**config.mk**
```make
export PLATFORM = sky130hd
export DESIGN_NAME = host_port
export DESIGN_NICKNAME = d
export VERILOG_FILES = /design/src/common/host_port_pkg.sv /design/src/host_port.sv
export SDC_FILE = /design/constraint.sdc
export NUM_CORES = 1
export LEC_CHECK = 0
export ABC_AREA = 0
export BUFFER_PORTS_ARGS = -buffer_cell sky130_fd_sc_hd__buf_4
export CORE_ASPECT_RATIO = 1.1
export CORE_MARGIN = 1.5
export CORE_UTILIZATION = 54
export DETAILED_ROUTE_END_ITERATION = 10
export HOLD_SLACK_MARGIN = 0.08
export PLACE_DENSITY = 0.9
export SETUP_SLACK_MARGIN = 0.4
export SYNTH_ARGS = -nofsm -noshare
export SYNTH_HDL_FRONTEND = slang
export SYNTH_SLANG_ARGS = --single-unit
export TNS_END_PERCENT = 100
```
**constraint.sdc**
```tcl
create_clock -name hclk -period 4 [get_ports hclk]
set_input_delay 0 -clock hclk [delete_from_list [all_inputs] [get_ports hclk]]
set_output_delay 0 -clock hclk [all_outputs]
set_load 0.03 [all_outputs]
```
**src/common/host_port_pkg.sv**
```systemverilog
package host_port_pkg;
  localparam int          DATA_W        = 13;
  localparam int          CFG_W         = 8;
  localparam int          EVT_W         = 3;
  localparam int          NARROW_W      = 8;
  localparam int          CLK_MHZ       = 125;

  // Register byte addresses
  localparam logic [7:0]  ADDR_CONFIG   = 8'h00;
  localparam logic [7:0]  ADDR_RESULT   = 8'h04;
  localparam logic [7:0]  ADDR_CTRL     = 8'h08;
  localparam logic [7:0]  ADDR_STATUS   = 8'h0C;
  localparam logic [7:0]  ADDR_MASK     = 8'h10;
  localparam logic [7:0]  ADDR_STATE    = 8'h14;

  // Configuration fields
  localparam logic [7:0]  CFG_RESET     = 8'h10;
  localparam int          CFG_SYNC_BIT  = 4;
  localparam int          CFG_WIDTH_BIT = 3;
  localparam logic [12:0] RESULT_RESET  = 13'h0000;

  // Control bits
  localparam int          CTRL_START    = 0;
  localparam int          CTRL_DONE     = 1;
  localparam int          CTRL_READY    = 2;

  // Event bits, shared by status and mask
  localparam int          EVT_HOST_WR   = 0;
  localparam int          EVT_HOST_RD   = 1;
  localparam int          EVT_SYNC      = 2;
  localparam logic [2:0]  EVT_RESET     = 3'h0;
endpackage : host_port_pkg

```
**src/host_port.sv**
```systemverilog
// Behaviour
// Latch write edge strap after power-up
// Strap low: capture on strobe release
// Strap high: capture on strobe assertion
// Strap held fixed after power-up
// Sync mode: sync rising edge starts conversion
// Async mode: sync output marks conversion
// Narrow bus: upper five lines undriven
// Wide bus: all thirteen lines used
// Thirteen lines, line twelve most significant
// Write needs select and write strobe
// Drive bus only on select and read
// Active low ready output
// Host keeps clock within range
// Host writes go to configuration register
// Host reads return conversion result
// Narrow read sign extends upper byte
// Configuration resets to sync mode only
// Deselected: strobes ignored, bus released
//
// Chosen here: the placing of the registers and the AHB-Lite slave port.
module host_port
  import host_port_pkg::*;
(
  input  wire logic              hclk,
  input  wire logic              hresetn,
  input  wire logic              ce,
  input  wire logic              hsel,
  input  wire logic [31:0]       haddr,
  input  wire logic [1:0]        htrans,
  input  wire logic              hwrite,
  input  wire logic [2:0]        hsize,
  input  wire logic [31:0]       hwdata,
  input  wire logic              hready,
  output logic      [31:0]       hrdata,
  output logic                   hreadyout,
  output logic                   hresp,
  output logic                   irq,
  input  wire logic              sel_n,
  input  wire logic              rd_n,
  input  wire logic              wr_n,
  input  wire logic              write_edge_select,
  input  wire logic [DATA_W-1:0] data_lines_in,
  output logic      [DATA_W-1:0] data_lines_out,
  output logic      [DATA_W-1:0] data_lines_oe_n,
  input  wire logic              sync_in,
  output logic                   sync_out,
  output logic                   sync_oe_n,
  output logic                   ready_n
);

  typedef struct packed {
    logic [CFG_W-1:0]  cfg;
    logic [DATA_W-1:0] result;
    logic              edge_sel;
    logic              strap_done;
    logic              wr_prev;
    logic              rd_prev;
    logic              sync_prev;
    logic [CFG_W-1:0]  wr_hold;
    logic              byte_hi;
    logic              converting;
    logic              ready;
    logic              ready_n;
    logic [EVT_W-1:0]  status;
    logic [EVT_W-1:0]  mask;
    logic              irq;
    logic [DATA_W-1:0] dout;
    logic [DATA_W-1:0] doe_n;
    logic              sync_out;
    logic              sync_oe_n;
    logic              ph_valid;
    logic              ph_write;
    logic [7:0]        ph_addr;
    logic [31:0]       hrdata;
  } state_t;

  state_t s;
  state_t next_s;

  function automatic logic strobe_active(input logic cs_n, input logic strobe_n);
    strobe_active = !cs_n && !strobe_n;
  endfunction : strobe_active

  logic             wr_act;
  logic             rd_act;
  logic             wide;
  logic [EVT_W-1:0] events;
  logic [CFG_W-1:0] bus_byte;
  logic             ahb_wr_cfg;
  logic             ahb_wr_ctrl;

  always_comb begin
    wr_act   = strobe_active(sel_n, wr_n);
    rd_act   = strobe_active(sel_n, rd_n);
    wide     = s.cfg[CFG_WIDTH_BIT];
    bus_byte = data_lines_in[CFG_W-1:0];
    events   = '0;
    next_s   = s;
    ahb_wr_cfg  = s.ph_valid && s.ph_write && s.ph_addr == ADDR_CONFIG;
    ahb_wr_ctrl = s.ph_valid && s.ph_write && s.ph_addr == ADDR_CTRL;

    // Strap caught once at the first enabled edge after release
    if (!s.strap_done) begin
      next_s.edge_sel   = write_edge_select;
      next_s.strap_done = 1'b1;
    end

    // Register bus: data phase of the previous address phase
    if (s.ph_valid && s.ph_write) begin
      case (s.ph_addr)
        ADDR_CONFIG: next_s.cfg = hwdata[CFG_W-1:0];
        ADDR_RESULT: next_s.result = hwdata[DATA_W-1:0];
        ADDR_CTRL: begin
          if (hwdata[CTRL_START]) begin
            next_s.converting = 1'b1;
          end
          if (hwdata[CTRL_DONE]) begin
            next_s.converting = 1'b0;
          end
          next_s.ready = hwdata[CTRL_READY];
        end
        ADDR_STATUS: next_s.status = s.status & ~hwdata[EVT_W-1:0];
        ADDR_MASK: next_s.mask = hwdata[EVT_W-1:0];
        default: begin
        end
      endcase
    end

    // Host write capture; the pin side wins over a same-cycle bus write
    next_s.wr_prev = wr_act;
    if (wr_act) begin
      next_s.wr_hold = bus_byte;
    end
    if (s.strap_done) begin
      if (s.edge_sel && wr_act && !s.wr_prev) begin
        next_s.cfg = bus_byte;
        events[EVT_HOST_WR] = 1'b1;
      end else if (!s.edge_sel && !wr_act && s.wr_prev) begin
        next_s.cfg = s.wr_hold;
        events[EVT_HOST_WR] = 1'b1;
      end
    end

    // Host read completes on strobe release; narrow reads alternate bytes
    next_s.rd_prev = rd_act;
    if (!rd_act && s.rd_prev) begin
      events[EVT_HOST_RD] = 1'b1;
      next_s.byte_hi = wide ? 1'b0 : !s.byte_hi;
    end

    // Sync pin as trigger input
    next_s.sync_prev = sync_in;
    if (s.cfg[CFG_SYNC_BIT] && sync_in && !s.sync_prev) begin
      next_s.converting = 1'b1;
      events[EVT_SYNC] = 1'b1;
    end

    // Set wins over a same-cycle clear
    next_s.status = next_s.status | events;
    next_s.irq    = |(next_s.status & next_s.mask);

    // Data lines, registered so they lag the strobes by one edge
    next_s.dout  = '0;
    next_s.doe_n = '1;
    if (rd_act) begin
      if (next_s.cfg[CFG_WIDTH_BIT]) begin
        next_s.dout  = s.result;
        next_s.doe_n = '0;
      end else begin
        next_s.dout[NARROW_W-1:0] = s.byte_hi ?
          {{3{s.result[DATA_W-1]}}, s.result[DATA_W-1:NARROW_W]} :
          s.result[NARROW_W-1:0];
        next_s.doe_n[NARROW_W-1:0] = '0;
      end
    end

    // Sync pin as conversion status output
    next_s.sync_oe_n = next_s.cfg[CFG_SYNC_BIT];
    next_s.sync_out  = !next_s.cfg[CFG_SYNC_BIT] && next_s.converting;
    next_s.ready_n   = !next_s.ready;

    // Register bus address phase; zero wait, read data ready for data phase
    next_s.ph_valid = hsel && htrans[1] && hready;
    next_s.ph_write = hwrite;
    next_s.ph_addr  = haddr[7:0];
    next_s.hrdata   = '0;
    if (hsel && htrans[1] && hready && !hwrite) begin
      case (haddr[7:0])
        ADDR_CONFIG: next_s.hrdata = {24'h00_0000, s.cfg};
        ADDR_RESULT: next_s.hrdata = {19'h0_0000, s.result};
        ADDR_STATUS: next_s.hrdata = {29'h0000_0000, s.status};
        ADDR_MASK:   next_s.hrdata = {29'h0000_0000, s.mask};
        ADDR_STATE:  next_s.hrdata = {28'h000_0000, s.edge_sel, s.byte_hi,
                                      s.converting, s.ready};
        default:     next_s.hrdata = '0;
      endcase
    end
  end

  always_ff @(posedge hclk or negedge hresetn) begin
    if (!hresetn) begin
      s            <= '0;
      s.cfg        <= CFG_RESET;
      s.result     <= RESULT_RESET;
      s.status     <= EVT_RESET;
      s.mask       <= EVT_RESET;
      s.doe_n      <= '1;
      s.sync_oe_n  <= 1'b1;
      s.ready_n    <= 1'b1;
    end else if (ce) begin
      s <= next_s;
    end
  end

  assign hrdata          = s.hrdata;
  assign hreadyout       = 1'b1;
  assign hresp           = 1'b0;
  assign irq             = s.irq;
  assign data_lines_out  = s.dout;
  assign data_lines_oe_n = s.doe_n;
  assign sync_out        = s.sync_out;
  assign sync_oe_n       = s.sync_oe_n;
  assign ready_n         = s.ready_n;
endmodule : host_port

```
### Word level (Yosys, flattened, before mapping)

Cells that the tools add are included.
Widths: inputs -> output; s select.

* output and inout port bits: 64
* input port bits: 93
* flip-flop bits (word level): 115
* logic and storage cells: 96

* reduce and logical (&&, ||, !) cells: 33
* eq/ne operators: 8
* mux-type cells: 27
* bitwise gates (word level): 5

Operators by type and width (number)
* $pmux 13 s5: 1
* $mux 8: 6
* $mux 13: 2
* $mux 26: 1
* $eq 8x4->1 const B: 3
* $eq 8x5->1 const B: 3
* $mux 21: 1
* $eq 8x3->1 const B: 2
* $logic_not 8->1: 2
* $logic_and 1x1->1: 14
* $logic_not 1->1: 12
* $mux 5: 2
* $mux 1: 9
* $and 3x3->3: 2
* $mux 3: 2
* $mux 6: 1
* $reduce_and 2->1: 3
* $mux 2: 2
* $not 3->3: 1
* $or 3x3->3: 1
* $reduce_and 3->1: 1
* $reduce_or 3->1: 1
* $not 1->1: 1

### Logic depth before layout (Yosys ltp)

Gate-level depths: netlist (run 1).

* depth in word-level cells: 11
* depth in mapped cells: 7
* depth with buffers taken out: 5

### Worst setup path after synthesis (run 1)

Ideal clock, no wire load.

* path type: flip-flop to flip-flop
* start: register s[32] (netlist bit)
* end: register s[100] (netlist bit)
* stages on the path, launching flop included: 6
* arrival: 1.996 ns
* clock period less this slack: 2.121 ns
* setup time: 0.125 ns
* slack: 1.879 ns
* data required time: 3.875 ns
* buffers on the path: 2
* cell sequence: dfrtp_1 -> or4_4 -> or4_1 -> buf_6 -> buf_12 -> mux2_4

* word-level cells in the longest chain between the ends: 2

Ends and longest elaborated chain
* start: declaration: line host_port.sv:78 `state_t s;`
* start signal: assignment: line host_port.sv:212 `s <= next_s;`
* $eq 8x3->1: line host_port.sv:111 `case (s.ph_addr)`
* $reduce_and 3->1 (no source line)

Every way passes these cells.
A chain may end at the register's enable or synchronous reset.

### Worst setup path in the final report (run 1)

* start: input ce
* end: register s[84] (netlist bit)

* word-level cells in the longest chain between the ends: 1

Ends and longest elaborated chain
* start: declaration: line host_port.sv:27 `input wire logic ce,`
* $reduce_and 2->1 (no source line)

Every way passes these cells.

==> flow_summary_export.csv, run 1 <==
group,metric,value,unit
outcome,status,"completed",
logic_synthesis,synth_area_per_cell,11.6,um2
clock_tree,cts_buffers,9,
hold_path,hold_path_class,"input port to flip-flop",
sta,max_slew_margin,30.4,%
final_layout,diodes,0,
detailed_routing,routed_wl,9750,um
critical_path,ff2ff_path_depth,3,
sta,finalHoldViolations,0,
sta,rsz0062_at_grt,"no",
logic_synthesis,yosys-top-cells-count,"dfrtp_1, buf_4, mux2_2, nand2_1, inv_1",
logic_synthesis,netlist_instances,377,
detailed_routing,dr.first_iter.drc_count,230,
grt,grt_max_degree,85,
final_layout,drive_gt1_share,34.0,%
hold_path,hold_depth,3,
clock_tree,cts_htree_levels,3,
critical_path,max_stage_delay,570,ps
sta,drv_slew,0,
pwr,powerDensity,392,nW/um2
final_layout,multi_input_area,1730,um2
grt,grt_pass1_wl,15500,um
sta,finalSetupViolCount,0,
logic_synthesis,yosys-top-cells-area,"dfrtp_1, buf_4, mux2_2",
final_layout,fin_cells,570,
clock_tree,clock_sinks,84,
grt,grt-ovfl-total,0,
placement,dpl.cell_count,514,
clock_tree,cts_resized,0,
clock_tree,cts_tree,"yes",
pwr,pwr-share-seq,46.8,%
logic_synthesis,ys_ff_latch,84,
grt,grt_pass1_vias,3093,
critical_path,start_kind,"input port",
logic_synthesis,synth.most_common_cell,"dfrtp_1",
sta,fmax,0.364,GHz
critical_path,critPathRequiredTime,4290,ps
pwr,swShare,27.6,%
critical_path,crit_slowest_cell,"dlygate4sd3_1",
detailed_routing,drc,0,
clock_tree,cts_root_buf,"clkbuf_8",
critical_path,cp_cell_sequence,"buf_4 > inv_1 > buf_4 > nor3_2 > nand2_1 > dlygate4sd3_1 > o21ai_0 > dlygate4sd3_1",
pwr,leakagePower,2.43,nW
logic_synthesis,ys.flop_type,"dfrtp_1",
logic_synthesis,synth_top_area_share,45.9,%
hold_path,hp-start,"ce",
floorplan,ioPinCount,157,
clock_tree,cts.clk_slew.worst_paths,80,ps
logic_synthesis,synth_edf_count,0,
pwr,comb_power_share,18.0,%
detailed_routing,avgViaCountPerCell,5.54,
final_layout,area_growth,22.0,%
logic_synthesis,synth_top_area_cell,"dfrtp_1",
sta,period_needed,2750,ps
critical_path,cp-end-kind,"flip-flop",
critical_path,crit_type,"input port to flip-flop",
logic_synthesis,yosysUniqueCellTypes,57,
floorplan,core,7870,um2
floorplan,die_area,8630,um2
critical_path,arrival,3040,ps
critical_path,regToRegEndpoint,"s[103]",
run,drv_cap,0,
grt,antenna_found_initial,0,
sta,fin_crit_sh,68.6,%
logic_synthesis,yosysWarnings,0,
final_layout,seq_area,2110,um2
critical_path,cp_max_fo,44,
pwr,p_sw,577,uW
floorplan,die_h,97.3,um
floorplan,initial_utilization,55.5,%
floorplan,row_count,34,
floorplan,die_w,88.7,um
clock_tree,clk_path_buf_depth,2,
logic_synthesis,syn_area,4360,um2
detailed_routing,drtPass1Iterations,4,
detailed_routing,wl_per_cell,17.1,um
logic_synthesis,async_flop_share,100,%
pwr,internal_power,1.51,mW
placement,io_buffers,83,
critical_path,r2r-start,"s[32]",
clock_tree,clk_latency,360,ps
grt,track_usage,23.5,%
placement,gp_congestion,0.852,
final_layout,fill_cells,572,
sta,tightest_slew,1040,ps
critical_path,r2r_slack,1590,ps
sta,tns,0,ps
detailed_routing,postRouteAntennaNets,0,
sta,skew,11.5,ps
hold_path,min_to,"data_lines_oe_n[11]",
pwr,vdd_ir_drop_max,0.189,mV
pwr,clkPwrFrac,35.2,%
detailed_routing,vias,3155,
final_layout,nets,550,
logic_synthesis,ys_seq_area_share,48.3,%
placement,hpwlAfterDp,6590,um
layout make-up:
type	instances	share of cell area, %
Sequential cell	84	39.6
Multi-Input combinational cell	220	32.6
Timing Repair Buffer	125	19.5
Tap cell	108	2.54
Clock buffer	9	2.33
Clock inverter	7	2.30
Inverter	17	1.20
kinds of logic after synthesis:
kind of cell    after synthesis  synth area share, %
simple gates                 67                 8.54
compound gates               84                 15.7
buf+inv                      92                 13.6
mux                          48                 13.7
other cells                   2                0.172
flops                        84                 48.3
worst max path at each step:
stage | startpoint | endpoint | slack, ps | depth (start not counted)
floorplan | s[32] | s[100] | 1880 | 5
global placement | s[32] | s[102] | 1620 | 3
detailed placement | ce | hrdata[10] | 1580 | 6
CTS | ce | s[84] | 1300 | 8
global route | ce | s[84] | 1040 | 8
finish | ce | s[84] | 1250 | 8
registers in the layout (all words and copies together), names as in the netlist:
register         flops
data_lines_oe_n      2
sync_out             1
ready_n              1
hrdata              13
data_lines_out      13
s                   53
irq                  1
through the flow:
stage          util [%]  setup WS [ps]  instance area, um2  hold WS (ps)  power [mW]
3_3_place_gp       59.4           1620                4680           223        1.32
5_1_grt            67.7           1040                5330           138        2.17
2_1_floorplan         -           1880                4440          -296        1.23
4_1_cts            67.7           1300                5330           108        2.09
3_5_place_dp       59.4           1580                4680           236        1.33
6_report           67.7           1250                5330           131        2.09
cell usage in the layout (no fill, tap or decap), types with 7 or more instances in the layout:
cell | synthesis | final
a22o_1 | 11 | 11
o22ai_1 | 7 | 7
o2bb2ai_1 | 7 | 7
o221ai_1 | 8 | 8
o21ai_0 | 8 | 8
nor2_1 | 12 | 12
dlygate4sd3_1 | 0 | 40
clkbuf_8 | 0 | 9
conb_1 | 2 | 21
nand2_1 | 23 | 23
dfrtp_1 | 80 | 80
mux2_4 | 8 | 8
mux2_2 | 31 | 31
buf_4 | 60 | 85
o32a_1 | 7 | 7
inv_1 | 15 | 15
per-layer routing:
metal	vias up	GRT usage (%)	wire length, um
met5	-	0	0
met4	0	9.74	204
met3	17	3.74	541
met2	111	37.2	4960
met1	1573	31.8	4050
li1	1454	-	-
worst max-delay path: cells and delay by family:
kind / cells / cell delay, ps
AO/OA/AOI/OAI: 1 / 70
AND/OR/NAND/NOR: 2 / 660
buffers and inverters: 5 / 2300
repair_timing:
item                      in CTS  in global routing
hold buffers                  40                  0
hold endpoints to repair     137                  0
buffers inserted               0                  0
power by group through the flow:
| stage | Clock, mW | Combinational (mW) | Sequential [mW] |
|---|---|---|---|
| final | 0.734 | 0.377 | 0.977 |
| after CTS | 0.740 | 0.376 | 0.975 |
| after global routing | 0.780 | 0.406 | 0.986 |
| after floorplan | 0 | 0.245 | 0.986 |
| after detailed placement | 0 | 0.343 | 0.991 |
| after global placement | 0 | 0.334 | 0.986 |
(Power assumes the default switching activity.)
==> run 2: changes to the inputs <==
--- a/config.mk
+++ b/config.mk
@@ -9,10 +9,10 @@
 export BUFFER_PORTS_ARGS = -buffer_cell sky130_fd_sc_hd__buf_4
 export CORE_ASPECT_RATIO = 1.1
 export CORE_MARGIN = 1.5
-export CORE_UTILIZATION = 54
+export CORE_UTILIZATION = 50
 export DETAILED_ROUTE_END_ITERATION = 10
 export HOLD_SLACK_MARGIN = 0.08
-export PLACE_DENSITY = 0.9
+export PLACE_DENSITY = 0.84
 export SETUP_SLACK_MARGIN = 0.4
 export SYNTH_ARGS = -nofsm -noshare
 export SYNTH_HDL_FRONTEND = slang
==> constraint.sdc (replaced) <==
create_clock -name hclk -period 2.6 [get_ports hclk]
set_input_delay 0 -clock hclk [delete_from_list [all_inputs] [get_ports hclk]]
set_output_delay 0 -clock hclk [all_outputs]
set_load 0.03 [all_outputs]
==> run 2 against run 1 <==
Compared with the run above:
- core utilization is 2.7 points lower
- largest power group unchanged
- combinational power up 69%
- routed wire length increased by 10%
- sequential cell count unchanged
- sequential share of layout area decreased by 0.93 points
- non-clock buffer count is 11 higher
- register-to-register slack worse by 1200 ps
- cell count up 2.5%
- via count rose by 6.0%
- final area rose by 2.5%
- clock power up 46%
- worst hold slack lost 22 ps
- largest cell class unchanged
==> flow_summary_export.csv, run 2 (synthesized netlist as in run 1, its figures left out) <==
group,metric,value,unit
detailed_routing,postRouteAntennaNets,0,
final_layout,largest_reg_flops,53,
detailed_routing,wl_per_cell,18.4,um
detailed_routing,routed_wl,10800,um
pwr,leakagePower,2.52,nW
detailed_routing,wl_met2,5500,um
final_layout,area_growth,25.1,%
clock_tree,cts.clk_slew.worst_paths,80,ps
clock_tree,cts_buffers,9,
detailed_routing,avgViaCountPerCell,5.72,
clock_tree,cts_root_buf,"clkbuf_8",
clock_tree,cts_htree_levels,3,
clock_tree,clk_path_buf_depth,2,
outcome,status,"completed",
grt,grt_pass1_wl,16800,um
grt,track_usage,23.7,%
floorplan,initial_utilization,51.9,%
sta,fmax,0.454,GHz
grt,grt_pass1_vias,3286,
critical_path,critPathRequiredTime,2820,ps
sta,rsz0062_at_grt,"yes",
floorplan,ioPinCount,157,
hold_path,hp-start,"rd_n",
final_layout,post-route-util,64.9,%
critical_path,cp_max_fo,7,
sta,tightest_slew,1080,ps
final_layout,nets,561,
floorplan,die_w,92.1,um
sta,max_slew_margin,28.3,%
clock_tree,clock_sinks,84,
detailed_routing,dr_wl_met3,725,um
detailed_routing,drc,0,
critical_path,cp-end-kind,"flip-flop",
final_layout,final_cell_mix,"buf_4, dfrtp_1, dlygate4sd3_1",
pwr,vdd_ir_drop_max,0.492,mV
critical_path,r2r-start,"s[36]",
detailed_routing,dr.first_iter.drc_count,266,
hold_path,hold_path_class,"input port to flip-flop",
final_layout,fin_cells,584,
floorplan,die_area,9300,um2
placement,place_ws,377,ps
sta,drv_slew,0,
sta,fin_hold_ws,108,ps
clock_tree,cts_tree,"yes",
sta,finalSetupViolCount,0,
sta,period_needed,2200,ps
placement,dpl.cell_count,520,
critical_path,arrival,2420,ps
detailed_routing,vias,3343,
sta,timing.final.ws_setup,396,ps
grt,grt_max_degree,85,
grt,grt-ovfl-total,0,
final_layout,diodes,0,
grt,antenna_found_initial,0,
placement,hpwlAfterDp,6830,um
detailed_routing,drtPass1Iterations,5,
sta,fin_crit_sh,84.8,%
detailed_routing,highest-signal-layer,"met4",
placement,io_buffers,83,
critical_path,start_kind,"flip-flop",
critical_path,startpoint,"s[36]",
clock_tree,clk_latency,350,ps
detailed_routing,wl_met1,4060,um
sta,finalHoldViolations,0,
critical_path,crit_type,"flip-flop to flip-flop",
sta,skew,7.81,ps
pwr,powerDensity,590,nW/um2
run,drv_cap,0,
placement,gp_congestion,0.918,
final_layout,fill_cells,628,
final_layout,largest-register,"s",
final_layout,drive_gt1_share,38.1,%
sta,tns,0,ps
floorplan,die_h,101,um
final_layout,mostFrequentLayoutCell,"buf_4",
floorplan,core,8410,um2
floorplan,row_count,35,
## run 2: cell types whose count changed in the layout (fill, tap and decap cells not counted), sizes merged
| cell | delta |
|---|---|
| inv | -1 |
| clkinvlp | -2 |
| dlygate4sd3 | -2 |
| bufinv | -1 |
| buf | +13 |
| clkbuf | +2 |
| clkinv | +2 |
## run 2: final cells by class
type,count,area (um2),area share [%]
Tap cell,111,139,2.54
Sequential cell,84,2110,38.6
Clock buffer,11,151,2.77
Multi-Input combinational cell,220,1790,32.9
Inverter,17,63.8,1.17
Clock inverter,5,82.6,1.51
Timing Repair Buffer,136,1120,20.5
## run 2: path summary, 6_finish.rpt
| path | depth (start not counted) | slack (ps) | to |
|---|---|---|---|
| hold reg to reg | 1 | 500 | s[90] |
| setup / recovery | 6 | 400 | data_lines_out[2] |
| min in group asynchronous | 2 | 340 | sync_out |
| max in group asynchronous | 2 | 1500 | s[35] |
| hold / removal | 4 | 110 | s[75] |
| setup reg to reg | 6 | 400 | data_lines_out[2] |
## run 2: per-layer routing
metal  vias to the layer above  global-route usage, %
met5                         -                      0
met4                         0                   10.7
met3                        47                   4.30
met2                       186                   41.9
met1                      1633                   28.2
li1                       1477                      -
## run 2: what timing repair did
| item | 4_1_cts | 5_1_grt |
|---|---|---|
| hold buffers | 38 | 0 |
| hold endpoints to repair | 133 | 0 |
| gates cloned | 0 | 0 |
| setup endpoints to repair | 13 | 23 |
| setup buffers | 2 | 8 |
| pin swaps | 1 | 5 |
| gates resized for setup | 2 | 13 |
## run 2: stage by stage
| step | area (um2) | total power [mW] |
|---|---|---|
| 2_1_floorplan | 4440 | 1.89 |
| 3_3_place_gp | 4700 | 2.03 |
| 3_5_place_dp | 4700 | 2.06 |
| 4_1_cts | 5340 | 3.20 |
| 5_1_grt | 5460 | 3.35 |
| 6_report | 5460 | 3.22 |
## run 2: power breakdown
part | switching, mW | internal [mW]
registers | 0.0950 | 1.42
logic | 0.345 | 0.295
clock network | 0.475 | 0.597
## run 2: worst max-delay path: stages, from the launching register on
cell and delay (ps):
dfrtp_1 400, or4_4 590, o41a_1 440, a221oi_4 210, buf_6 160, or2_4 150, o221ai_1 120
